`config.mk`:
```
export PLATFORM = sky130hd
export DESIGN_NAME = low_power_state_control
export DESIGN_NICKNAME = d
export VERILOG_FILES = /design/src/rtl/lps_pkg.sv /design/src/rtl/low_power_state_control.sv /design/src/rtl/pm_sync.sv
export VERILOG_INCLUDE_DIRS = /design/src /design/src/rtl
export SDC_FILE = /design/constraint.sdc
export NUM_CORES = 1
export LEC_CHECK = 0
export ABC_AREA = 0
export BUFFER_PORTS_ARGS = -buffer_cell sky130_fd_sc_hd__buf_2
export CORE_MARGIN = 8
export CORE_UTILIZATION = 23
export DETAILED_ROUTE_END_ITERATION = 8
export GPL_TIMING_DRIVEN = 0
export PLACE_DENSITY_LB_ADDON = 0.08
export RECOVER_POWER = 50
export SETUP_SLACK_MARGIN = 0.15
export SLEW_MARGIN = 40
export SYNTH_ARGS = -nofsm -noshare
export SYNTH_HDL_FRONTEND = slang
export SYNTH_HIERARCHICAL = 1
export SYNTH_SLANG_ARGS = --single-unit
```
`constraint.sdc`:
```
create_clock -name CLK_I -period 3.15 [get_ports CLK_I]
set_clock_uncertainty 0.05 [all_clocks]
set_input_delay 0.315 -clock CLK_I [delete_from_list [all_inputs] [get_ports CLK_I]]
set_output_delay 0.315 -clock CLK_I [all_outputs]
set_load 0.05 [all_outputs]
```
`src/rtl/lps_map.svh`:
```
// Offsets, field positions and reset values for the power state control block
`ifndef LPS_MAP_SVH
`define LPS_MAP_SVH

// ------------------------------------------------------------
// Register offsets (byte addresses)
// ------------------------------------------------------------
`define LPS_ADDR_W 12
`define LPS_CTRL_OFF 12'h000
`define LPS_STAT_OFF 12'h004

// ------------------------------------------------------------
// Control register fields
// ------------------------------------------------------------
`define LPS_CTRL_SMI_EN_BIT 0
`define LPS_CTRL_SMM_EXIT_BIT 1
`define LPS_CTRL_SMI_EN_RST 1'h1

// ------------------------------------------------------------
// Status register fields
// ------------------------------------------------------------
`define LPS_STAT_CORE_CLK_BIT 0
`define LPS_STAT_BUS_CLK_BIT 1
`define LPS_STAT_LIC_CLK_BIT 2
`define LPS_STAT_SMM_BIT 3
`define LPS_STAT_INTR_PEND_BIT 4
`define LPS_STAT_SMI_PEND_BIT 5
`define LPS_STAT_GRANT_BIT 6
`define LPS_STAT_SLEEP_BIT 7

// ------------------------------------------------------------
// Synchroniser lanes and acknowledge codes
// ------------------------------------------------------------
`define LPS_SYNC_W 3
`define LPS_LANE_STOP 0
`define LPS_LANE_SLEEP 1
`define LPS_LANE_SMI 2
`define LPS_ACK_NONE 2'h0
`define LPS_ACK_GRANT 2'h1
`define LPS_ACK_SMI 2'h2

`endif

```
`src/rtl/lps_pkg.sv`:
```
// Types shared by the power state control block
package lps_pkg;

  // ------------------------------------------------------------
  // Power state machine
  // ------------------------------------------------------------
  typedef enum logic [2:0] {
    ST_RUN,
    ST_GRANT_ACK,
    ST_GRANT,
    ST_SLEEP,
    ST_RESUME,
    ST_SMI_SAVE,
    ST_SMI_ACK
  } pm_state_t;

endpackage : lps_pkg

```
`src/rtl/low_power_state_control.sv`:
```
// Power-management state control: clock-stop grant, sleep and system-management entry
//
// Decided for this implementation: register access over APB and the placing of the registers.
`timescale 1ns/10ps
`include "lps_map.svh"

module low_power_state_control (
  input wire logic CLK_I,
  input wire logic RST_N_I,
  // Power-management inputs, asynchronous, active low
  input wire logic CLOCK_STOP_REQUEST_N_I,
  input wire logic SLEEP_REQUEST_N_I,
  input wire logic SYSMGMT_INTERRUPT_N_I,
  // Incoming interrupt and bus snoop
  input wire logic INTR_I,
  input wire logic SNOOP_REQ_I,
  output logic SNOOP_ACK_O,
  // Clock gating enables
  output logic CORE_CLK_EN_O,
  output logic BUS_CLK_EN_O,
  output logic LIC_CLK_EN_O,
  output logic PLL_EN_O,
  // Acknowledge transaction to the bus unit
  output logic ACK_VALID_O,
  output logic [1:0] ACK_TYPE_O,
  input wire logic ACK_READY_I,
  // Execution control
  output logic EXEC_RUN_O,
  output logic SAVE_STATE_O,
  output logic HANDLER_FETCH_O,
  output logic INTR_SERVICE_O,
  output logic SYSMGMT_OPERATING_MODE_O,
  // APB slave
  input wire logic PSEL,
  input wire logic PENABLE,
  input wire logic PWRITE,
  input wire logic [`LPS_ADDR_W-1:0] PADDR,
  input wire logic [31:0] PWDATA,
  output logic [31:0] PRDATA,
  output logic PREADY,
  output logic PSLVERR
);

  // ------------------------------------------------------------
  // Input synchronisation
  // ------------------------------------------------------------
  logic [`LPS_SYNC_W-1:0] async_n;
  logic [`LPS_SYNC_W-1:0] sync_n;

  // Lanes packed for the synchroniser
  assign async_n[`LPS_LANE_STOP] = CLOCK_STOP_REQUEST_N_I;
  assign async_n[`LPS_LANE_SLEEP] = SLEEP_REQUEST_N_I;
  assign async_n[`LPS_LANE_SMI] = SYSMGMT_INTERRUPT_N_I;

  pm_sync u_sync (
    .clk_i(CLK_I),
    .rst_n_i(RST_N_I),
    .async_n_i(async_n),
    .sync_n_o(sync_n)
  );

  logic stop_req;
  logic sleep_req;
  logic smi_lvl;
  assign stop_req = ~sync_n[`LPS_LANE_STOP];
  assign sleep_req = ~sync_n[`LPS_LANE_SLEEP];
  assign smi_lvl = ~sync_n[`LPS_LANE_SMI];

  // ------------------------------------------------------------
  // State and control registers
  // ------------------------------------------------------------
  lps_pkg::pm_state_t state_r;
  lps_pkg::pm_state_t state_nxt;
  logic smi_prev_r;
  logic smi_pend_r;
  logic smi_pend_nxt;
  logic intr_pend_r;
  logic intr_pend_nxt;
  logic smm_r;
  logic smm_nxt;
  logic smi_en_r;
  logic snoop_ack_r;
  logic save_r;
  logic fetch_r;
  logic service_r;
  logic [31:0] prdata_r;

  // ------------------------------------------------------------
  // APB decode
  // ------------------------------------------------------------
  wire setup_ph = PSEL && !PENABLE;
  wire access_ph = PSEL && PENABLE;
  wire hit_ctrl = (PADDR == `LPS_CTRL_OFF);
  wire hit_stat = (PADDR == `LPS_STAT_OFF);
  wire hit_any = hit_ctrl || hit_stat;
  wire wr_ctrl = access_ph && PWRITE && hit_ctrl;
  wire smm_exit = wr_ctrl && PWDATA[`LPS_CTRL_SMM_EXIT_BIT];

  // ------------------------------------------------------------
  // Derived state decodes
  // ------------------------------------------------------------
  wire in_grant = (state_r == lps_pkg::ST_GRANT) || (state_r == lps_pkg::ST_GRANT_ACK);
  wire in_sleep = (state_r == lps_pkg::ST_SLEEP);
  wire in_run = (state_r == lps_pkg::ST_RUN);
  wire smi_edge = smi_lvl && !smi_prev_r;
  wire ack_done = ACK_VALID_O && ACK_READY_I;

  // Clock enables: core only runs outside grant and sleep
  assign CORE_CLK_EN_O = !in_grant && !in_sleep;
  assign BUS_CLK_EN_O = !in_sleep;
  assign LIC_CLK_EN_O = !in_sleep;
  assign PLL_EN_O = 1'b1;

  // Acknowledge transaction request, held until taken
  assign ACK_VALID_O = (state_r == lps_pkg::ST_GRANT_ACK) || (state_r == lps_pkg::ST_SMI_ACK);
  assign ACK_TYPE_O = (state_r == lps_pkg::ST_GRANT_ACK) ? `LPS_ACK_GRANT :
                      (state_r == lps_pkg::ST_SMI_ACK) ? `LPS_ACK_SMI :
                      `LPS_ACK_NONE;
  assign EXEC_RUN_O = in_run;

  // ------------------------------------------------------------
  // Next-state logic
  // ------------------------------------------------------------
  always_comb begin
    state_nxt = state_r;
    case (state_r)
      lps_pkg::ST_RUN: begin
        if (stop_req) begin
          state_nxt = lps_pkg::ST_GRANT_ACK;
        end else if (smi_pend_r && smi_en_r && !smm_r) begin
          state_nxt = lps_pkg::ST_SMI_SAVE;
        end
      end
      lps_pkg::ST_GRANT_ACK: begin
        // Sleep request not heeded until the grant ack is taken
        if (ack_done) begin
          state_nxt = lps_pkg::ST_GRANT;
        end
      end
      lps_pkg::ST_GRANT: begin
        if (sleep_req) begin
          state_nxt = lps_pkg::ST_SLEEP;
        end else if (!stop_req) begin
          state_nxt = lps_pkg::ST_RESUME;
        end
      end
      lps_pkg::ST_SLEEP: begin
        // Only the sleep request releases sleep; clock-stop is acted on in grant
        if (!sleep_req) begin
          state_nxt = lps_pkg::ST_GRANT;
        end
      end
      lps_pkg::ST_RESUME: begin
        // Latched interrupts are serviced in the same cycle that execution restarts
        state_nxt = lps_pkg::ST_RUN;
      end
      lps_pkg::ST_SMI_SAVE: begin
        state_nxt = lps_pkg::ST_SMI_ACK;
      end
      lps_pkg::ST_SMI_ACK: begin
        if (ack_done) begin
          state_nxt = lps_pkg::ST_RUN;
        end
      end
      default: begin
        state_nxt = lps_pkg::ST_RUN;
      end
    endcase
  end

  // ------------------------------------------------------------
  // Pending flags and mode
  // ------------------------------------------------------------
  // Interrupts latch only in grant; sleep drops them; set wins over clear
  assign intr_pend_nxt = (in_grant && INTR_I) ? 1'b1 :
                         (state_r == lps_pkg::ST_RESUME) ? 1'b0 :
                         intr_pend_r;
  // Interrupt edges outside sleep are held until taken; set wins over the accept
  assign smi_pend_nxt = (smi_edge && !in_sleep) ? 1'b1 :
                        (state_r == lps_pkg::ST_SMI_SAVE) ? 1'b0 :
                        smi_pend_r;
  assign smm_nxt = (state_r == lps_pkg::ST_SMI_SAVE) ? 1'b1 :
                   smm_exit ? 1'b0 :
                   smm_r;

  // State register
  always_ff @(posedge CLK_I or negedge RST_N_I) begin
    if (!RST_N_I) begin
      state_r <= lps_pkg::ST_RUN;
    end else begin
      state_r <= state_nxt;
    end
  end

  // Flag registers
  always_ff @(posedge CLK_I or negedge RST_N_I) begin
    if (!RST_N_I) begin
      smi_prev_r <= 1'b0;
      smi_pend_r <= 1'b0;
      intr_pend_r <= 1'b0;
      smm_r <= 1'b0;
    end else begin
      smi_prev_r <= smi_lvl;
      smi_pend_r <= smi_pend_nxt;
      intr_pend_r <= intr_pend_nxt;
      smm_r <= smm_nxt;
    end
  end

  // ------------------------------------------------------------
  // Execution pulses and snoop answer
  // ------------------------------------------------------------
  wire save_nxt = (state_r == lps_pkg::ST_SMI_SAVE);
  wire fetch_nxt = (state_r == lps_pkg::ST_SMI_ACK) && ack_done;
  wire service_nxt = (state_r == lps_pkg::ST_RESUME) && intr_pend_r;
  wire snoop_nxt = SNOOP_REQ_I && !in_sleep;

  // Pulses one cycle after their cause
  always_ff @(posedge CLK_I or negedge RST_N_I) begin
    if (!RST_N_I) begin
      save_r <= 1'b0;
      fetch_r <= 1'b0;
      service_r <= 1'b0;
      snoop_ack_r <= 1'b0;
    end else begin
      save_r <= save_nxt;
      fetch_r <= fetch_nxt;
      service_r <= service_nxt;
      snoop_ack_r <= snoop_nxt;
    end
  end

  // Pulse and level outputs straight from flip-flops
  assign SAVE_STATE_O = save_r;
  assign HANDLER_FETCH_O = fetch_r;
  assign INTR_SERVICE_O = service_r;
  assign SNOOP_ACK_O = snoop_ack_r;
  assign SYSMGMT_OPERATING_MODE_O = smm_r;

  // ------------------------------------------------------------
  // Register file
  // ------------------------------------------------------------
  // Interrupt acceptance enable
  always_ff @(posedge CLK_I or negedge RST_N_I) begin
    if (!RST_N_I) begin
      smi_en_r <= `LPS_CTRL_SMI_EN_RST;
    end else if (wr_ctrl) begin
      smi_en_r <= PWDATA[`LPS_CTRL_SMI_EN_BIT];
    end
  end

  // Read values
  logic [31:0] stat_val;
  logic [31:0] ctrl_val;
  always_comb begin
    stat_val = 32'h00000000;
    stat_val[`LPS_STAT_CORE_CLK_BIT] = CORE_CLK_EN_O;
    stat_val[`LPS_STAT_BUS_CLK_BIT] = BUS_CLK_EN_O;
    stat_val[`LPS_STAT_LIC_CLK_BIT] = LIC_CLK_EN_O;
    stat_val[`LPS_STAT_SMM_BIT] = smm_r;
    stat_val[`LPS_STAT_INTR_PEND_BIT] = intr_pend_r;
    stat_val[`LPS_STAT_SMI_PEND_BIT] = smi_pend_r;
    stat_val[`LPS_STAT_GRANT_BIT] = in_grant;
    stat_val[`LPS_STAT_SLEEP_BIT] = in_sleep;
    ctrl_val = 32'h00000000;
    ctrl_val[`LPS_CTRL_SMI_EN_BIT] = smi_en_r;
  end

  wire [31:0] rd_mux = hit_ctrl ? ctrl_val : (hit_stat ? stat_val : 32'h00000000);

  // Read data captured in the setup phase
  always_ff @(posedge CLK_I or negedge RST_N_I) begin
    if (!RST_N_I) begin
      prdata_r <= 32'h00000000;
    end else if (setup_ph && !PWRITE) begin
      prdata_r <= rd_mux;
    end
  end

  // Zero wait states; unmapped addresses answer with an error
  assign PRDATA = prdata_r;
  assign PREADY = 1'b1;
  assign PSLVERR = access_ph && !hit_any;

endmodule : low_power_state_control

```
`src/rtl/pm_sync.sv`:
```
// Two-stage synchroniser for the asynchronous power-management inputs
`timescale 1ns/10ps
`include "lps_map.svh"

module pm_sync (
  input wire logic clk_i,
  input wire logic rst_n_i,
  input wire logic [`LPS_SYNC_W-1:0] async_n_i,
  output logic [`LPS_SYNC_W-1:0] sync_n_o
);

  // ------------------------------------------------------------
  // One synchroniser per lane
  // ------------------------------------------------------------
  genvar g;
  generate
    for (g = 0; g < `LPS_SYNC_W; g = g + 1) begin : g_lane
      logic meta_r;
      logic sync_r;
      // Inactive (high) at reset; first stage feeds only the second
      always_ff @(posedge clk_i or negedge rst_n_i) begin
        if (!rst_n_i) begin
          meta_r <= 1'b1;
          sync_r <= 1'b1;
        end else begin
          meta_r <= async_n_i[g];
          sync_r <= meta_r;
        end
      end
      assign sync_n_o[g] = sync_r;
    end
  endgenerate

endmodule : pm_sync

```
==> flow_summary.rst, run 1 <==
.. list-table::
   :header-rows: 1

   * - Metric
     - Value
   * - Synthesis-to-finish area growth
     - 34.30%
   * - Synthesized area per cell
     - 10.48 um^2
   * - Largest fanout on the critical path
     - 3
   * - Number of instances resized during post-cts repair
     - 0
   * - Outcome
     - finished clean
   * - Antenna fix cells
     - 0
   * - Total chip power
     - 1.209 mW
   * - Placed cell count
     - 268
   * - Top cells by area, synth
     - dfrtp_1 (34%), buf_4 (17%), dfstp_2 (14%), a22o_1 (3.9%), nand2_1 (2.5%)
   * - Antenna violations before repair
     - 0
   * - Share of final-layout standard cells stronger than drive strength 1
     - 46.27%
   * - Capture point of the worst reg-to-reg path
     - PRDATA[0]
   * - Cells after synthesis
     - 127
   * - Leakage power
     - 0.9701 nW
   * - Warning count from the yosys run
     - 6
   * - Worst-margin pin slew
     - 1.353 ns
   * - Drt drc
     - 0
   * - Launch point of the critical path
     - PADDR[5]
   * - Clk pin slew, worst setup/hold paths
     - 0.09 ns
   * - Root Driver
     - clkbuf_8
   * - Nature of the critical path endpoint
     - output pin
   * - CTS tree
     - built
   * - Die Span X
     - 92.08 um
   * - Vias in the first global route
     - 1,116
   * - Clock sink count
     - 25
   * - Final WS setup
     - 1.258 ns
   * - Most frequent cell on the critical path
     - buf_2
   * - Async set or reset register ratio after synthesis
     - 100.0%
   * - Predominant post-synthesis flop cell
     - dfrtp_1
   * - Effective utilization at floorplan
     - 24.03%
   * - Flops & latches, synth
     - 25
   * - Worst setup slack before clock tree synthesis
     - 1.373 ns
   * - Count of placed standard cells in the final layout, fillers left out
     - 273
   * - Area of the multi-input gates
     - 503.0 um^2
   * - Data required time at the worst endpoint
     - 2.78 ns
   * - Cell Pwr Density
     - 676.0 nW/um^2
   * - Worst hold path type
     - in2reg
   * - Chip Height
     - 92.08 um
   * - Routed via count divided by cell count
     - 3.901
   * - RD Place Congestion
     - 0.7391
   * - Largest delay contributor family on the critical path
     - simple AND/OR/NAND/NOR gates
   * - Worst setup SP type
     - input pin
   * - I/O pin cnt
     - 102
   * - CP arrival
     - 1.53 ns
   * - Max_slew headroom
     - 9.769%
   * - Number of core rows
     - 27
   * - Unrepaired setup endpoints after global routing
     - no
   * - Stages on the worst setup path
     - 5
   * - GRT Resource Usage Total
     - 8.038%
   * - Cells along the critical path
     - buf_2 > nor4_1 > nand3_1 > and3_1 > buf_2
   * - Total routed wirelength
     - 3402 um
   * - Most frequent cells in the layout
     - buf_2 (46), buf_4 (30), conb_1 (26), dfrtp_1 (18), nand2_1 (9)
   * - Final layout net count
     - 257
   * - Sequential-to-total area share from yosys stat
     - 47.65%
   * - Starting DRT DRC Count
     - 27
   * - Port Buffer Count
     - 45
   * - Clock latency on the worst-skew pair
     - 0.27 ns
   * - R2r startpoint
     - state_r[0]
   * - TritonRoute pass-1 iters
     - 4
   * - Max Cap Viol
     - 0
   * - Wire length per cell
     - 12.46 um
   * - Synthesized area
     - 1331 um^2
   * - Number of CTS-inserted buffers
     - 3
   * - Endpoint of the most critical setup path
     - PSLVERR
   * - Delay contributed by the slowest stage of the critical path
     - 0.45 ns
   * - Number of hold buffers added after CTS
     - 1
   * - Largest net degree at the start of global routing
     - 26
   * - Clock period minus final worst setup slack
     - 1.892 ns
   * - Final period utilization
     - 60.05%
   * - Final core utilization
     - 32.27%
   * - Peak clock frequency supported by timing
     - 528.7 MHz
   * - Cell with the largest stage delay on the worst path
     - nor4_1
   * - Sum of net half-perimeters after detailed placement
     - 2807 um
   * - Count of final setup violators
     - 0
   * - Number of slew-limit violations in the final report
     - 0
   * - Worst-case clock buffer depth
     - 2
   * - Final Hold Viols
     - 0
   * - Routed vias
     - 1,065
   * - Total setup buffers inserted after CTS
     - 0
   * - H-tree levels
     - 1
   * - WP buf/inv
     - 2
   * - FILL cells
     - 604
   * - Most common library cell in the layout ignoring fill and taps
     - buf_2
   * - Slack of the worst reg-to-reg path
     - 1.75 ns
   * - Post-synthesis cell type with the largest combined area
     - dfrtp_1
   * - Number of nets still failing antenna checks after routing
     - 0
   * - Distinct cell type count after synthesis
     - 37
   * - Die area
     - 8479 um^2
   * - Worst supply voltage drop on vdd
     - 0.3035 mV
   * - Floorplan Core Area
     - 5540 um^2
   * - Share of the synthesized area in the top cell type
     - 33.83%
   * - GRT overflow
     - 0
   * - Number of flops mapped to enable cells by yosys
     - 0
   * - Cells on worst reg2reg path
     - 4
   * - Setup total negative slack
     - 0 ns
   * - Area taken by flip-flops and latches
     - 634.4 um^2
   * - Critical path class
     - in2out
   * - Global-route wire length before repair
     - 5478 um
sequential cells by signal, summed over array words and instances (netlist names):
| register | cells |
|---|---|
| HANDLER_FETCH_O | 1 |
| INTR_SERVICE_O | 1 |
| PRDATA | 7 |
| SAVE_STATE_O | 1 |
| SNOOP_ACK_O | 1 |
| SYSMGMT_OPERATING_MODE_O | 1 |
| intr_pend_r | 1 |
| smi_en_r | 1 |
| smi_pend_r | 1 |
| smi_prev_r | 1 |
| state_r | 3 |
| u_sync/g_lane.meta_r | 3 |
| u_sync/g_lane.sync_r | 3 |
worst min-delay path by stage:
stage          cells past startpoint  slack, ns                    from                      end
3_5_place_dp                       1       0.30                 RST_N_I               smi_prev_r
2_1_floorplan                      0      -0.03                 RST_N_I          HANDLER_FETCH_O
3_3_place_gp                       1       0.29                 RST_N_I                PRDATA[7]
5_1_grt                            1       0.05   SYSMGMT_INTERRUPT_N_I  u_sync/g_lane[2].meta_r
6_report                           1       0.08  CLOCK_STOP_REQUEST_N_I  u_sync/g_lane[0].meta_r
4_1_cts                            1       0.07  CLOCK_STOP_REQUEST_N_I  u_sync/g_lane[0].meta_r
cell type report:
cell class,instances,area share [%]
sequential,25,35.48
multi-input combinational,86,28.13
buffer,35,14.42
timing repair buffer,46,13.09
tap,72,5.039
clock buffer,3,2.309
inverter,5,1.050
clock inverter,1,0.4899
power breakdown:
part           switching (mW)  internal (mW)
sequential             0.0376          0.366
combinational           0.439          0.165
clock                   0.108         0.0927
cell usage after synthesis (2+ instances only):
master,n
o31ai_1,2
nand2b_1,3
a21oi_1,3
and3_1,2
a221o_1,2
nor3_1,3
inv_1,4
nand2_1,9
dfrtp_1,18
nor2_1,6
o21ai_0,3
dfstp_2,7
and2_1,2
buf_2,3
nand3b_1,2
conb_1,2
buf_4,31
a22o_1,6
metrics by stage:
| stage | hold slack, ns | area (um^2) |
|---|---|---|
| final | 0.07900 | 1788 |
| after global routing | 0.05291 | 1788 |
| after CTS | 0.06587 | 1797 |
| after detailed placement | 0.2978 | 1737 |
| after global placement | 0.2948 | 1737 |
| after floorplan | -0.03059 | 1421 |
worst register-to-register path: cells and delay by family, from the launching register on:
family	cells	cell delay, ns
AOI/OAI and AO/OA	1	0.28
DFF	1	0.43
and+or+nand+nor	2	0.31
buffers and inverters	1	0.23
per-layer routing:
| metal | vias up | routed length, um | track usage, % |
|---|---|---|---|
| li1 | 531 | - | - |
| met1 | 491 | 1404 | 8.899 |
| met2 | 41 | 1693 | 13.35 |
| met3 | 2 | 281 | 3.586 |
| met4 | 0 | 22 | 2.819 |
| met5 | - | 0 | 0 |
kinds of logic (layout without fill, tap and decap cells):
logic type             after synthesis  after routing  share of synthesized area [%]
multiplexers                         1              1                         0.8458
flip-flops                          25             25                          47.65
buffers and inverters               40             90                          20.86
AO/OA/AOI/OAI                       22             22                          12.88
AND/OR/NAND/NOR                     37             37                          17.20
other                                2             26                         0.5641
(Power assumes the default switching activity.)
==> run 2, diff against run 1 <==
- clock period: 3.15 -> 2 ns (I/O delays scaled with it)
==> flow_summary.rst, run 2 (synthesis results as in run 1) <==
.. list-table::
   :header-rows: 1

   * - Metric
     - Value
   * - Area taken by flip-flops and latches
     - 634.4 um^2
   * - Clock period minus final worst setup slack
     - 1.727 ns
   * - Worst setup SP type
     - register
   * - Nature of the critical path endpoint
     - output pin
   * - TritonRoute pass-1 iters
     - 4
   * - Delay contributed by the slowest stage of the critical path
     - 0.41 ns
   * - Final core utilization
     - 32.88%
   * - Leakage power
     - 0.9791 nW
   * - H-tree levels
     - 1
   * - Part of the total power dissipated in sequential elements
     - 33.4%
   * - Wire length per cell
     - 12.31 um
   * - Global-route wire length before repair
     - 5513 um
   * - Setup total negative slack
     - 0 ns
   * - Antenna violations before repair
     - 0
   * - Outcome
     - finished clean
   * - Worst supply voltage drop on vdd
     - 0.4241 mV
   * - Worst hold path type
     - in2reg
   * - Routed vias
     - 1,065
   * - Sw Share
     - 48.20%
   * - Number of hold buffers added after CTS
     - 4
   * - Final layout net count
     - 260
   * - Flip-flop count of the largest register, all copies and words added
     - 7
   * - Root Driver
     - clkbuf_8
   * - Share of final-layout standard cells stronger than drive strength 1
     - 46.08%
   * - Cells along the critical path
     - nand2_1 > nor2_1 > inv_1 > buf_4 > buf_2
   * - GRT overflow
     - 0
   * - Max_slew headroom
     - 11.88%
   * - Antenna fix cells
     - 0
   * - Max Cap Viol
     - 0
   * - Floorplan Core Area
     - 5540 um^2
   * - Clk pin slew, worst setup/hold paths
     - 0.09 ns
   * - Die area
     - 8479 um^2
   * - Starting DRT DRC Count
     - 57
   * - Worst-margin pin slew
     - 1.322 ns
   * - Area of the multi-input gates
     - 508.0 um^2
   * - Sum of net half-perimeters after detailed placement
     - 2759 um
   * - CTS tree
     - built
   * - Combinational cell fraction of total power
     - 50.6%
   * - Cell with the largest stage delay on the worst path
     - dfrtp_1
   * - Count of final setup violators
     - 0
   * - Number of instances resized during post-cts repair
     - 0
   * - Die Span X
     - 92.08 um
   * - Peak clock frequency supported by timing
     - 579.0 MHz
   * - Total setup buffers inserted after CTS
     - 0
   * - Number of slew-limit violations in the final report
     - 0
   * - CP arrival
     - 1.48 ns
   * - Worst-case clock buffer depth
     - 2
   * - Total chip power
     - 1.905 mW
   * - Cell internal power dissipation
     - 0.9870 mW
   * - Drt drc
     - 0
   * - FILL cells
     - 612
   * - Largest net degree at the start of global routing
     - 26
   * - Largest fanout on the critical path
     - 5
   * - Unrepaired setup endpoints after global routing
     - no
   * - Number of core rows
     - 27
   * - Synthesis-to-finish area growth
     - 36.84%
   * - RD Place Congestion
     - 0.7257
   * - Most frequent cells in the layout
     - buf_2 (46), buf_4 (30), conb_1 (26), dfrtp_1 (18), nand2_1 (9)
   * - I/O pin cnt
     - 102
   * - Clock Power Share
     - 16.0%
   * - GRT Resource Usage Total
     - 8.062%
   * - Most common library cell in the layout ignoring fill and taps
     - buf_2
   * - Number of CTS-inserted buffers
     - 3
   * - Port Buffer Count
     - 45
   * - Final Hold Viols
     - 0
   * - Vias in the first global route
     - 1,072
   * - Critical path class
     - reg2out
   * - Effective utilization at floorplan
     - 24.03%
   * - Clock sink count
     - 25
   * - Total routed wirelength
     - 3398 um
   * - Clock latency on the worst-skew pair
     - 0.27 ns
   * - Chip Height
     - 92.08 um
   * - Number of nets still failing antenna checks after routing
     - 0
   * - Cell Pwr Density
     - 1046 nW/um^2
   * - Routed via count divided by cell count
     - 3.859
   * - Net load switching power
     - 0.9183 mW
   * - Final period utilization
     - 86.36%
   * - Data required time at the worst endpoint
     - 1.75 ns
[run 2: cell types whose count changed in the layout (fill, tap and decap cells not counted)]
cell / before / now
dlygate4sd3_1: 1 / 4
clkinvlp_4: 0 / 1
inv_6: 1 / 0
nor3_1: 3 / 2
nor3_2: 0 / 1
o21ai_0: 3 / 2
o21ai_1: 0 / 1
[run 2: routing by layer]
layer	share of wire [%]	routed length (um)	vias to the layer above	track usage, %
met5	0	0	-	0
met4	0.65	22	0	2.416
met3	8.5	289	2	3.749
met2	49	1673	41	13.71
met1	42	1413	487	8.727
li1	-	-	535	-
[run 2: cell type report]
class | instances | area share (%)
repair buffers | 49 | 14.49
multi-input cells | 86 | 27.88
clock buffers | 3 | 2.266
flip-flops and latches | 25 | 34.82
clock inverters | 1 | 0.4121
well taps | 72 | 4.945
inverters | 5 | 1.030
plain buffers | 35 | 14.15
[run 2: worst paths after layout]
check / from / to / slack, ns / cells past startpoint
worst max-delay path: state_r[0] / LIC_CLK_EN_O / 0.27 / 5
worst min-delay path: SNOOP_REQ_I / SNOOP_ACK_O / 0.09 / 2
worst max register to register: state_r[0] / PRDATA[0] / 0.56 / 4
worst min register to register: u_sync/g_lane[2].meta_r / u_sync/g_lane[2].sync_r / 0.31 / 0
max in group asynchronous: RST_N_I / SYSMGMT_OPERATING_MODE_O / 0.43 / 2
min in group asynchronous: RST_N_I / PRDATA[0] / 0.70 / 2
[run 2: stage by stage]
stage	setup slack (ns)	instance area, um^2	std cells	hold WS (ns)
floorplan	0.3363	1426	151	-0.1456
global placement	0.4839	1742	268	0.1837
detailed placement	0.4531	1742	268	0.1784
CTS	0.2356	1831	276	0.07548
global route	0.1163	1822	276	0.07500
finish	0.2728	1822	276	0.08741
[run 2: worst max-delay path: cells and delay by family (launching register included)]
family        cells  cell delay, ns
buf+inv           3            0.46
flops             1            0.41
simple gates      2            0.33
[run 2: power groups by stage]
stage	logic [mW]	clock network [mW]	registers (mW)
floorplan	0.701	0	0.699
global placement	0.964	0	0.641
detailed placement	0.969	0	0.644
CTS	0.977	0.322	0.635
global route	1.04	0.346	0.645
finish	0.965	0.305	0.636
==> run 3, diff against run 2 <==
- clock period: 2 -> 1.57 ns (I/O delays scaled with it)
==> flow_summary.rst, run 3 (synthesis results as in run 1) <==
.. list-table::
   :header-rows: 1

   * - Metric
     - Value
   * - Outcome
     - finished clean
   * - Number of CTS-inserted buffers
     - 3
   * - Largest delay contributor family on the critical path
     - flip-flops
   * - Drt drc
     - 0
   * - Cells along the critical path
     - nand2_2 > nor2_4 > inv_2 > buf_6 > buf_8
   * - Unrepaired setup endpoints after global routing
     - yes
   * - Number of core rows
     - 27
   * - Cell Pwr Density
     - 1435 nW/um^2
   * - Max_slew headroom
     - 57.14%
   * - I/O pin cnt
     - 102
   * - Flip-flop count of the largest register, all copies and words added
     - 7
   * - Global-route wire length before repair
     - 6134 um
   * - Final WS setup
     - 0.1125 ns
   * - Final Hold Viols
     - 0
   * - GRT overflow
     - 0
   * - Worst-margin pin slew
     - 0.6429 ns
   * - Starting DRT DRC Count
     - 28
   * - Chip Height
     - 92.08 um
   * - Clock period minus final worst setup slack
     - 1.458 ns
   * - Number of slew-limit violations in the final report
     - 0
   * - Effective utilization at floorplan
     - 24.03%
   * - Routed vias
     - 1,129
   * - Clk pin slew, worst setup/hold paths
     - 0.10 ns
   * - Count of final setup violators
     - 0
   * - Most frequent cells in the layout
     - buf_4 (45), buf_2 (38), conb_1 (26), dfrtp_1 (16), buf_6 (9)
   * - Total routed wirelength
     - 3627 um
   * - Worst setup SP type
     - register
   * - Clock sink count
     - 25
   * - Final layout net count
     - 277
   * - Antenna fix cells
     - 0
   * - Max Cap Viol
     - 0
   * - Largest fanout on the critical path
     - 4
   * - Largest net degree at the start of global routing
     - 26
   * - Vias in the first global route
     - 1,236
   * - H-tree levels
     - 1
   * - Floorplan Core Area
     - 5540 um^2
   * - TritonRoute pass-1 iters
     - 2
   * - FILL cells
     - 548
   * - Delay contributed by the slowest stage of the critical path
     - 0.43 ns
   * - Die Span X
     - 92.08 um
   * - Most common library cell in the layout ignoring fill and taps
     - buf_4
   * - RD Place Congestion
     - 0.7364
   * - Final core utilization
     - 38.19%
   * - Setup total negative slack
     - 0 ns
   * - Cell with the largest stage delay on the worst path
     - dfrtp_1
   * - Worst hold path type
     - in2reg
   * - Peak clock frequency supported by timing
     - 686.1 MHz
   * - Port Buffer Count
     - 45
   * - WHS
     - 0.03071 ns
   * - CP arrival
     - 1.25 ns
   * - Die area
     - 8479 um^2
   * - Antenna violations before repair
     - 0
   * - Leakage power
     - 1.118 nW
   * - WP buf/inv
     - 3
   * - Sum of net half-perimeters after detailed placement
     - 2742 um
   * - Share of final-layout standard cells stronger than drive strength 1
     - 57.92%
   * - Final period utilization
     - 92.84%
   * - Worst supply voltage drop on vdd
     - 0.7370 mV
   * - GRT Resource Usage Total
     - 8.835%
   * - Critical path class
     - reg2out
   * - Data required time at the worst endpoint
     - 1.36 ns
   * - Synthesis-to-finish area growth
     - 58.93%
   * - Worst-case clock buffer depth
     - 2
   * - Root Driver
     - clkbuf_8
   * - Routed via count divided by cell count
     - 3.853
   * - Nature of the critical path endpoint
     - output pin
   * - Clock latency on the worst-skew pair
     - 0.28 ns
   * - CTS tree
     - built
   * - Number of nets still failing antenna checks after routing
     - 0
   * - Worst setup slack before clock tree synthesis
     - 0.1134 ns
   * - Wire length per cell
     - 12.38 um
==> run 3: through the flow <==
stage,area (um^2),cells,power (mW)
final,2116,293,3.037
after detailed placement,1744,268,2.059
after floorplan,1429,151,1.789
after CTS,2037,289,2.940
after global placement,1744,268,2.047
after global routing,2116,293,3.205
==> run 3: timing repair <==
item,CTS,global route
gates resized for setup,32,11
hold buffers,4,0
endpoints found under the hold margin,21,0
endpoints found under the setup margin,8,10
pin swaps,5,5
setup buffers,13,4
==> run 3: per-layer routing <==
metal / wire [um] / share of wire (%) / GRT usage [%]
met1: 1382 / 38 / 8.947
met2: 1904 / 52 / 15.85
met3: 279 / 7.7 / 3.667
met4: 60 / 1.7 / 3.221
met5: 0 / 0 / 0
==> run 3: area by class of cell <==
cell class                 count  area [um^2]  share of cell area (%)
buffer                        35        281.5                   13.31
clock buffer                   3        41.29                   1.952
clock inverter                 1        8.758                  0.4140
inverter                       5        18.77                  0.8870
multi-input combinational     86        596.8                   28.21
sequential                    25        636.9                   30.10
tap                           72        90.09                   4.258
timing repair buffer          66        441.7                   20.88
==> run 3: worst paths after layout <==
check                                              from                      end  slack, ns  cells past startpoint
worst max register to register               state_r[0]                PRDATA[6]       0.21                      5
max in group asynchronous                       RST_N_I               state_r[2]       0.64                      2
worst min register to register  u_sync/g_lane[1].meta_r  u_sync/g_lane[1].sync_r       0.31                      0
worst min-delay path                          PWDATA[0]                 smi_en_r       0.03                      2
worst max-delay path                         state_r[1]             LIC_CLK_EN_O       0.11                      5
min in group asynchronous                       RST_N_I               smi_pend_r       0.38                      2
==> run 3: report_power, final <==
part           leakage [nW]  internal, mW  total [mW]  switching (mW)
logic                 0.790         0.745        1.79            1.05
clock network        0.0261         0.187       0.415           0.229
registers             0.303         0.739       0.827          0.0876
total                  1.12          1.67        3.04            1.37
